==> src/include/ipsl_consts.svh <==
// Constants for the IP selection and command-session lock block.
// Assumes a 10 MHz core clock and a rotary selector wired as four pins.
`ifndef IPSL_CONSTS_SVH
`define IPSL_CONSTS_SVH

// Transport ports of the command service
`define IPSL_UDP_PORT      16'h1e5f
`define IPSL_TCP_PORT      16'h1e60

// Preset addresses and masks
`define IPSL_RECOV_ADDR    32'h0a0a0a0a
`define IPSL_NET1_BASE     32'hc0a80100
`define IPSL_NET0_BASE     32'hc0a80000
`define IPSL_HOST_STEP     8'h0a
`define IPSL_MASK_B        32'hffff0000
`define IPSL_MASK_A        32'hff000000

// Selector positions
`define IPSL_SEL_RECOV     4'h0
`define IPSL_SEL_NET1_LAST 4'h3
`define IPSL_SEL_DHCP      4'hf

// Final settle count; the selector synchroniser gets four cycles to fill after reset
`define IPSL_SETTLE_CYC    2'h3

`endif

==> src/include/ipsl_pkg.sv <==
// Types for the IP selection and command-session lock block.
// Assumes ipsl_consts.svh carries the numeric constants.
package ipsl_pkg;
    // Configuration sequencer states
    typedef enum {
        IPSL_ST_SETTLE,
        IPSL_ST_FETCH,
        IPSL_ST_LOAD,
        IPSL_ST_DHCP,
        IPSL_ST_READY
    } ipsl_state_t;
endpackage

==> src/rtl/ipsl_addr_table.sv <==
// Preset address table: one entry per selector position, registered read.
// Assumes the caller gates writes; defaults reload on every reset.
`timescale 1ns/1ps
`default_nettype none
`include "ipsl_consts.svh"
module ipsl_addr_table #(
    parameter int DEPTH = 16,
    parameter int WIDTH = 32
) (
    // Clock and reset
    input  wire logic                     i_mclk,
    input  wire logic                     i_rst_n,
    // Write port
    input  wire logic                     i_we,
    input  wire logic [$clog2(DEPTH)-1:0] i_waddr,
    input  wire logic [WIDTH-1:0]         i_wdata,
    // Read port
    input  wire logic [$clog2(DEPTH)-1:0] i_raddr,
    output logic      [WIDTH-1:0]         o_rdata
);
    // Table storage
    logic [WIDTH-1:0] mem_r [DEPTH];
    // Registered read data
    logic [WIDTH-1:0] rdata_r;

    // Index width of the write port
    localparam int AW = $clog2(DEPTH);

    // One entry per position; default image returns on reset
    for (genvar g = 0; g < DEPTH; g++) begin : g_ent
        localparam logic [AW-1:0] IDX = AW'(g);
        localparam logic [7:0] HOST = 8'(g * `IPSL_HOST_STEP);
        localparam logic [WIDTH-1:0] DFLT =
            (g == 0) ? WIDTH'(`IPSL_RECOV_ADDR) :
            (g <= `IPSL_SEL_NET1_LAST) ? WIDTH'(`IPSL_NET1_BASE | {24'h000000, HOST}) :
            (g <= 14) ? WIDTH'(`IPSL_NET0_BASE | {24'h000000, HOST}) :
            {WIDTH{1'b0}};
        always_ff @(posedge i_mclk) begin
            if (!i_rst_n) begin
                mem_r[g] <= DFLT;
            end else if (i_we && i_waddr == IDX) begin
                mem_r[g] <= i_wdata;
            end
        end
    end

    // Read data from a register so the caller sees a clean value
    always_ff @(posedge i_mclk) begin
        rdata_r <= mem_r[i_raddr];
    end

    assign o_rdata = rdata_r;
endmodule // ipsl_addr_table
`default_nettype wire

==> src/rtl/ipsl_session_lock.sv <==
// Network identity selection and command-session ownership.
// Assumes a stack in front that classifies each received segment
// into source endpoint, destination port and transport, same clock.
`timescale 1ns/1ps
`default_nettype none
`include "ipsl_consts.svh"
module ipsl_session_lock (
    // Clock and reset
    input  wire logic        i_mclk,
    input  wire logic        i_rst_n,
    // Rotary selector pins, asynchronous
    input  wire logic [3:0]  i_sel_pin,
    // Table programming port
    input  wire logic        i_cfg_we,
    input  wire logic [3:0]  i_cfg_idx,
    input  wire logic [31:0] i_cfg_addr,
    // DHCP client result
    input  wire logic        i_dhcp_valid,
    input  wire logic [31:0] i_dhcp_ip,
    input  wire logic [31:0] i_dhcp_mask,
    // Received segment header
    input  wire logic        i_rx_valid,
    input  wire logic        i_rx_is_tcp,
    input  wire logic [31:0] i_rx_src_ip,
    input  wire logic [15:0] i_rx_src_port,
    input  wire logic [15:0] i_rx_dst_port,
    // Local identity
    output logic             o_cfg_ready,
    output logic             o_dhcp_req,
    output logic [31:0]      o_ip_addr,
    output logic [31:0]      o_ip_mask,
    // Receive verdict
    output logic             o_rx_accept,
    output logic             o_rx_refuse,
    // Response destination
    output logic             o_owned,
    output logic [31:0]      o_tx_dst_ip,
    output logic [15:0]      o_tx_dst_port,
    output logic             o_tx_is_tcp
);
    // Selector synchroniser stages
    logic [3:0]  sel_s1_r;
    logic [3:0]  sel_s2_r;
    // Sequencer state and its next value
    ipsl_pkg::ipsl_state_t state_r, state_nxt;
    logic [1:0]  settle_r, settle_nxt;
    logic [3:0]  sel_r, sel_nxt;
    logic [31:0] ip_r, ip_nxt;
    logic [31:0] mask_r, mask_nxt;
    // Table interface
    logic        tbl_we;
    logic [31:0] tbl_rdata;
    // Session lock state
    logic        owned_r, owned_nxt;
    logic [31:0] own_ip_r, own_ip_nxt;
    logic [15:0] own_port_r, own_port_nxt;
    logic        own_tcp_r, own_tcp_nxt;
    logic        acc_r, acc_nxt;
    logic        ref_r, ref_nxt;
    // Packet classification
    logic        cmd_port;
    logic        from_owner;
    // Helper for checks: table untouched since reset
    logic        touched_r;

    // Pins cross into the clock domain through two flops
    // No reset: the flops only carry the pin level, never decide on it
    always_ff @(posedge i_mclk) begin
        sel_s1_r <= i_sel_pin;
        sel_s2_r <= sel_s1_r;
    end

    assign tbl_we = i_cfg_we && (i_cfg_idx != `IPSL_SEL_RECOV);

    // Table of presets; read address follows the captured position
    ipsl_addr_table #(
        .DEPTH (16),
        .WIDTH (32)
    ) u_tbl (
        .i_mclk  (i_mclk),
        .i_rst_n (i_rst_n),
        .i_we    (tbl_we),
        .i_waddr (i_cfg_idx),
        .i_wdata (i_cfg_addr),
        .i_raddr (sel_r),
        .o_rdata (tbl_rdata)
    );

    // Sequencer next state
    always_comb begin
        state_nxt  = state_r;
        settle_nxt = settle_r;
        sel_nxt    = sel_r;
        ip_nxt     = ip_r;
        mask_nxt   = mask_r;
        case (state_r)
            // Let the synchroniser fill before trusting it
            ipsl_pkg::IPSL_ST_SETTLE: begin
                settle_nxt = 2'(settle_r + 2'h1);
                if (settle_r == `IPSL_SETTLE_CYC) begin
                    sel_nxt   = sel_s2_r;
                    state_nxt = ipsl_pkg::IPSL_ST_FETCH;
                end
            end
            // Table read is registered: one cycle of latency
            ipsl_pkg::IPSL_ST_FETCH: begin
                state_nxt = ipsl_pkg::IPSL_ST_LOAD;
            end
            ipsl_pkg::IPSL_ST_LOAD: begin
                if (sel_r == `IPSL_SEL_DHCP) begin
                    state_nxt = ipsl_pkg::IPSL_ST_DHCP;
                end else if (sel_r == `IPSL_SEL_RECOV) begin
                    // recovery address, class A
                    // Bypasses the table so a bad image cannot hide the unit
                    ip_nxt    = `IPSL_RECOV_ADDR;
                    mask_nxt  = `IPSL_MASK_A;
                    state_nxt = ipsl_pkg::IPSL_ST_READY;
                end else begin
                    ip_nxt    = tbl_rdata;
                    mask_nxt  = `IPSL_MASK_B;
                    state_nxt = ipsl_pkg::IPSL_ST_READY;
                end
            end
            ipsl_pkg::IPSL_ST_DHCP: begin
                // No time limit here; the lease client owns its retries
                // lease gives address and mask
                if (i_dhcp_valid) begin
                    ip_nxt    = i_dhcp_ip;
                    mask_nxt  = i_dhcp_mask;
                    state_nxt = ipsl_pkg::IPSL_ST_READY;
                end
            end
            // Identity is frozen; later leases are ignored
            ipsl_pkg::IPSL_ST_READY: begin
                state_nxt = ipsl_pkg::IPSL_ST_READY;
            end
            default: begin
                state_nxt = ipsl_pkg::IPSL_ST_SETTLE;
            end
        endcase
    end

    // Sequencer registers
    always_ff @(posedge i_mclk) begin
        if (!i_rst_n) begin
            state_r  <= ipsl_pkg::IPSL_ST_SETTLE;
            settle_r <= 2'h0;
            sel_r    <= 4'h0;
            ip_r     <= 32'h00000000;
            mask_r   <= 32'h00000000;
        end else begin
            state_r  <= state_nxt;
            settle_r <= settle_nxt;
            sel_r    <= sel_nxt;
            ip_r     <= ip_nxt;
            mask_r   <= mask_nxt;
        end
    end

    // A port reached over the wrong transport is not a command: no verdict
    // either transport on its own port
    assign cmd_port = i_rx_valid &&
        ((!i_rx_is_tcp && i_rx_dst_port == `IPSL_UDP_PORT) ||
         (i_rx_is_tcp && i_rx_dst_port == `IPSL_TCP_PORT));
    // A host that reopens its socket on a new port keeps its ownership
    // owner match on address only; source port is free
    assign from_owner = (i_rx_src_ip == own_ip_r);

    // Lock next state; nothing but reset at power-up ever clears it
    // lock held until power-down
    always_comb begin
        owned_nxt    = owned_r;
        own_ip_nxt   = own_ip_r;
        own_port_nxt = own_port_r;
        own_tcp_nxt  = own_tcp_r;
        acc_nxt      = 1'b0;
        ref_nxt      = 1'b0;
        if (cmd_port) begin
            // Traffic before the identity settles is refused
            if (state_r != ipsl_pkg::IPSL_ST_READY) begin
                ref_nxt = 1'b1;
            end else if (!owned_r) begin
                acc_nxt      = 1'b1;
                owned_nxt    = 1'b1;
                own_ip_nxt   = i_rx_src_ip;
                own_port_nxt = i_rx_src_port;
                own_tcp_nxt  = i_rx_is_tcp;
            end else if (from_owner) begin
                acc_nxt = 1'b1;
            end else begin
                ref_nxt = 1'b1;
            end
        end
    end

    // Lock registers
    always_ff @(posedge i_mclk) begin
        if (!i_rst_n) begin
            owned_r    <= 1'b0;
            own_ip_r   <= 32'h00000000;
            own_port_r <= 16'h0000;
            own_tcp_r  <= 1'b0;
            acc_r      <= 1'b0;
            ref_r      <= 1'b0;
        end else begin
            owned_r    <= owned_nxt;
            own_ip_r   <= own_ip_nxt;
            own_port_r <= own_port_nxt;
            own_tcp_r  <= own_tcp_nxt;
            acc_r      <= acc_nxt;
            ref_r      <= ref_nxt;
        end
    end

    // Check helper: any table write since reset
    // Lets the default-address check skip boots that rewrite the table
    always_ff @(posedge i_mclk) begin
        if (!i_rst_n) begin
            touched_r <= 1'b0;
        end else begin
            touched_r <= touched_r | tbl_we;
        end
    end

    // Outputs
    assign o_cfg_ready   = (state_r == ipsl_pkg::IPSL_ST_READY);
    assign o_dhcp_req    = (state_r == ipsl_pkg::IPSL_ST_DHCP);
    assign o_ip_addr     = ip_r;
    assign o_ip_mask     = mask_r;
    assign o_rx_accept   = acc_r;
    assign o_rx_refuse   = ref_r;
    // responses go to the latched endpoint
    assign o_owned       = owned_r;
    assign o_tx_dst_ip   = own_ip_r;
    assign o_tx_dst_port = own_port_r;
    assign o_tx_is_tcp   = own_tcp_r;
endmodule // ipsl_session_lock
`default_nettype wire

==> config.mk <==
export PLATFORM = sky130hd
export DESIGN_NAME = ipsl_session_lock
export DESIGN_NICKNAME = d
export VERILOG_FILES = /design/src/include/ipsl_pkg.sv /design/src/rtl/ipsl_addr_table.sv /design/src/rtl/ipsl_session_lock.sv
export VERILOG_INCLUDE_DIRS = /design/src /design/src/include
export SDC_FILE = /design/constraint.sdc
export NUM_CORES = 1
export LEC_CHECK = 0
export ABC_AREA = 1
export BUFFER_PORTS_ARGS = -buffer_cell sky130_fd_sc_hd__buf_2
export CAP_MARGIN = 0
export CELL_PAD_IN_SITES_DETAIL_PLACEMENT = 1
export CELL_PAD_IN_SITES_GLOBAL_PLACEMENT = 1
export CORE_AREA = 4 4 344 346
export CTS_BUF_LIST = sky130_fd_sc_hd__clkbuf_4 sky130_fd_sc_hd__clkbuf_8 sky130_fd_sc_hd__clkbuf_16
export DETAILED_ROUTE_END_ITERATION = 7
export DIE_AREA = 0 0 348 350
export GPL_TIMING_DRIVEN = 0
export PLACE_DENSITY = 0.5
export SKIP_LAST_GASP = 1
export SYNTH_ARGS = -nofsm -noshare
export SYNTH_HDL_FRONTEND = slang
export SYNTH_SLANG_ARGS = --single-unit
==> constraint.sdc <==
create_clock -name i_mclk -period 8.1 [get_ports i_mclk]
set_input_delay 0.405 -clock i_mclk [delete_from_list [all_inputs] [get_ports i_mclk]]
set_output_delay 0.405 -clock i_mclk [all_outputs]
set_load 0.02 [all_outputs]
==> qor.yml <==
timing:
  layout_min_cycle_time_ns: 3.26
  finalSetupViolations: 0
  finalHoldViolCount: 0
  rsz0062_at_grt: "false"
  drv_slew: 0
  fmax_mhz: 307
  fin_hold_ws_ns: 0.0380
  slew_headroom: 0.211
  setup_tns_ns: 0
  tightestPinTransition_ns: 1.18
  finClkSkew_ns: 0.0227
  post-route-period-util: 0.402
  setup_ws_ns: 4.84
placement:
  dp.cells: 4781
  place_hpwl_um: 85200
  io_buffers: 291
  dpl_cell_area_um2: 32600
  gp_congestion: 0.788
  place_ws_ns: 4.72
worst_setup_path:
  required_ns: 8.48
  crit_family: "buffers and inverters"
  cp-start-kind: "flip-flop"
  worstSetupPathType: "reg2reg"
  slowest_stage: "dfxtp_1"
  end_kind: "flip-flop"
  crit_path_frequent_cell: "nand2_1"
  critical_path.max_stage_delay_ns: 0.62
  crit_buf_inv: 2
  crit_fanout: 10
  arrival_ns: 3.63
  crit_chain: "buf_4 > nand2_1 > clkbuf_1 > o221ai_1 > nand2_1 > nand3_1 > o21ai_0"
synthesis:
  netlist_area_um2: 28700
  synth_area_per_cell_um2: 9.81
  synth_warnings: 0
  synth-seq-area-share: 0.652
  syn_inst: 2920
  synth_seq_cells: 677
  yosys.cell_types.count: 36
routing:
  drt-wirelength-per-cell_um: 23.4
  wirelength_um: 117000
  drt_pre_antenna_iters: 5
  antenna_left: 0
  via_per_inst: 4.59
  drc_errors: 0
  vias: 23000
  drtIter0Drc: 1594
worst_hold_path:
  hp-class: "in2reg"
die:
  initial_core_util: 0.248
  fp.dieW_um: 348
  dieArea_um2: 122000
  core_um2: 115000
  ios: 292
  rows: 125
  die_y_um: 350
power_and_ir_drop:
  p_sw_frac: 0.315
  p_total_mw: 9.83
  internal_power_mw: 6.73
  clockPowerShare: 0.379
  p_comb_frac: 0.197
  p_per_area_nw_per_um2: 273
  power_frac_seq: 0.424
  ir_drop_v: 0.000169
  switchingPower_mw: 3.10
  power_leakage_nw: 14.3
layout:
  final_cells: 5003
  final_util: 0.311
  post-route-cell-area_um2: 36000
  layout_common_cells: "nor2_1, nand2_1, edfxtp_1"
  final_nets: 3584
  drive_gt1_frac: 0.169
  final_common_cell: "nor2_1"
  area_growth_pct: 25.5
global_routing:
  overflow: 0
  grt_pass1_vias: 23900
  track_usage: 0.190
  antenna_found_initial: 13
  grt_pass1_wl_um: 168000
  grt_start_max_net_pins: 34
flow_run:
  maxCapViolations: 0
clock_tree:
  insertion_delay_ns: 0.65
  post_cts_resized: 0
  clockBufferDepth: 3
  path_clk_slew_ns: 0.06
  cts_buffers: 83
  htreeDepth: 3
  tritoncts: "built"
  root_buffer: "clkbuf_16"
  cts.sinks: 677
run_status:
  status: "complete, no violations"
tightest hold or removal path: stages:
cell,delay [ns]
buf_2,0.09
nand2_1,0.08
a21oi_1,0.06
path summary, 6_finish.rpt:
path	start	end	slack, ns	depth (start not counted)
worst min-delay path	i_dhcp_mask[5]	o_ip_mask[5]$_SDFFE_PN0P_	0.04	3
worst max-delay path	sel_r[0]$_SDFFE_PN0P_	u_tbl.o_rdata[25]$_DFF_P_	4.84	7
worst max register to register	sel_r[0]$_SDFFE_PN0P_	u_tbl.o_rdata[25]$_DFF_P_	4.84	7
worst min register to register	sel_s1_r[0]$_DFF_P_	sel_s2_r[0]$_DFF_P_	0.33	0
power groups by stage:
stage	Clock, mW	Sequential, mW	Combinational, mW
finish	3.72	4.17	1.94
detailed placement	0	4.24	1.93
CTS	3.81	4.17	1.97
global route	3.98	4.20	2.11
global placement	0	4.25	1.90
floorplan	0	4.27	0.922
cells by family (layout without fill, tap and decap cells):
logic type,count (synthesis),after routing,synth area share
XOR/XNOR,21,21,0.00642
other,2,36,0.000262
flip-flops,677,677,0.652
AND/OR/NAND/NOR,1416,1416,0.196
adder cells (fa/ha/maj),1,1,0.000437
AO/OA/AOI/OAI,428,428,0.0900
buffers and inverters,375,900,0.0545
flip-flops by register name, indices dropped and copies added, names as in the netlist:
register	count
state_r	3
sel_s2_r	4
o_tx_dst_port	16
o_rx_refuse	1
o_owned	1
o_tx_dst_ip	32
o_ip_mask	32
o_ip_addr	32
sel_r	4
sel_s1_r	4
settle_r	2
u_tbl.mem_r	512
o_tx_is_tcp	1
o_rx_accept	1
u_tbl.o_rdata	32
routing by layer:
metal	vias to the layer above	routed length [um]	global-route usage
met5	-	58	0
met4	10	2940	0.0537
met3	142	7150	0.0358
met2	690	54400	0.315
met1	11300	52600	0.254
li1	10800	-	-
what timing repair did:
item                      in CTS  in global routing
hold endpoints to repair      67                  0
setup buffers                  0                  0
hold buffers                  67                  0
cells in the mapped netlist:
cell type	number	area, um2
a211oi_1	1	7.51
a21oi_1	31	155
a21oi_2	1	8.76
a31oi_1	8	50.1
buf_1	8	30.0
buf_2	64	320
buf_4	4	30.0
buf_6	8	90.1
clkbuf_1	124	465
clkinv_1	1	3.75
conb_1	2	7.51
dfxtp_1	165	3300
edfxtp_1	512	15400
ha_1	1	12.5
inv_1	148	556
inv_2	18	67.6
nand2_1	572	2150
nand2_2	1	6.26
nand3_1	114	571
nand3b_2	1	11.3
nand4_1	4	25.0
nand4_2	2	25.0
nor2_1	684	2570
nor2_2	19	119
nor2_4	4	45.0
nor3_1	11	55.1
nor3_2	1	10.0
nor3_4	3	48.8
o21ai_0	231	1160
o21ai_1	16	80.1
o21ai_2	1	8.76
o21bai_1	2	15.0
o221ai_1	96	841
o22ai_1	40	250
o31ai_1	1	7.51
xnor2_1	21	184
cell type report:
type                            instances  area, um2
Clock buffer                          111       2360
Multi-Input combinational cell       1898       8620
Buffer                                208        937
Inverter                              167        627
Tap cell                             1524       1910
Fill cell                           13200      79500
Antenna cell                            4       10.0
Clock inverter                         40        334
Timing Repair Buffer                  374       2480
Sequential cell                       677      18700
Note: power is estimated with default switching activity, not from simulation.
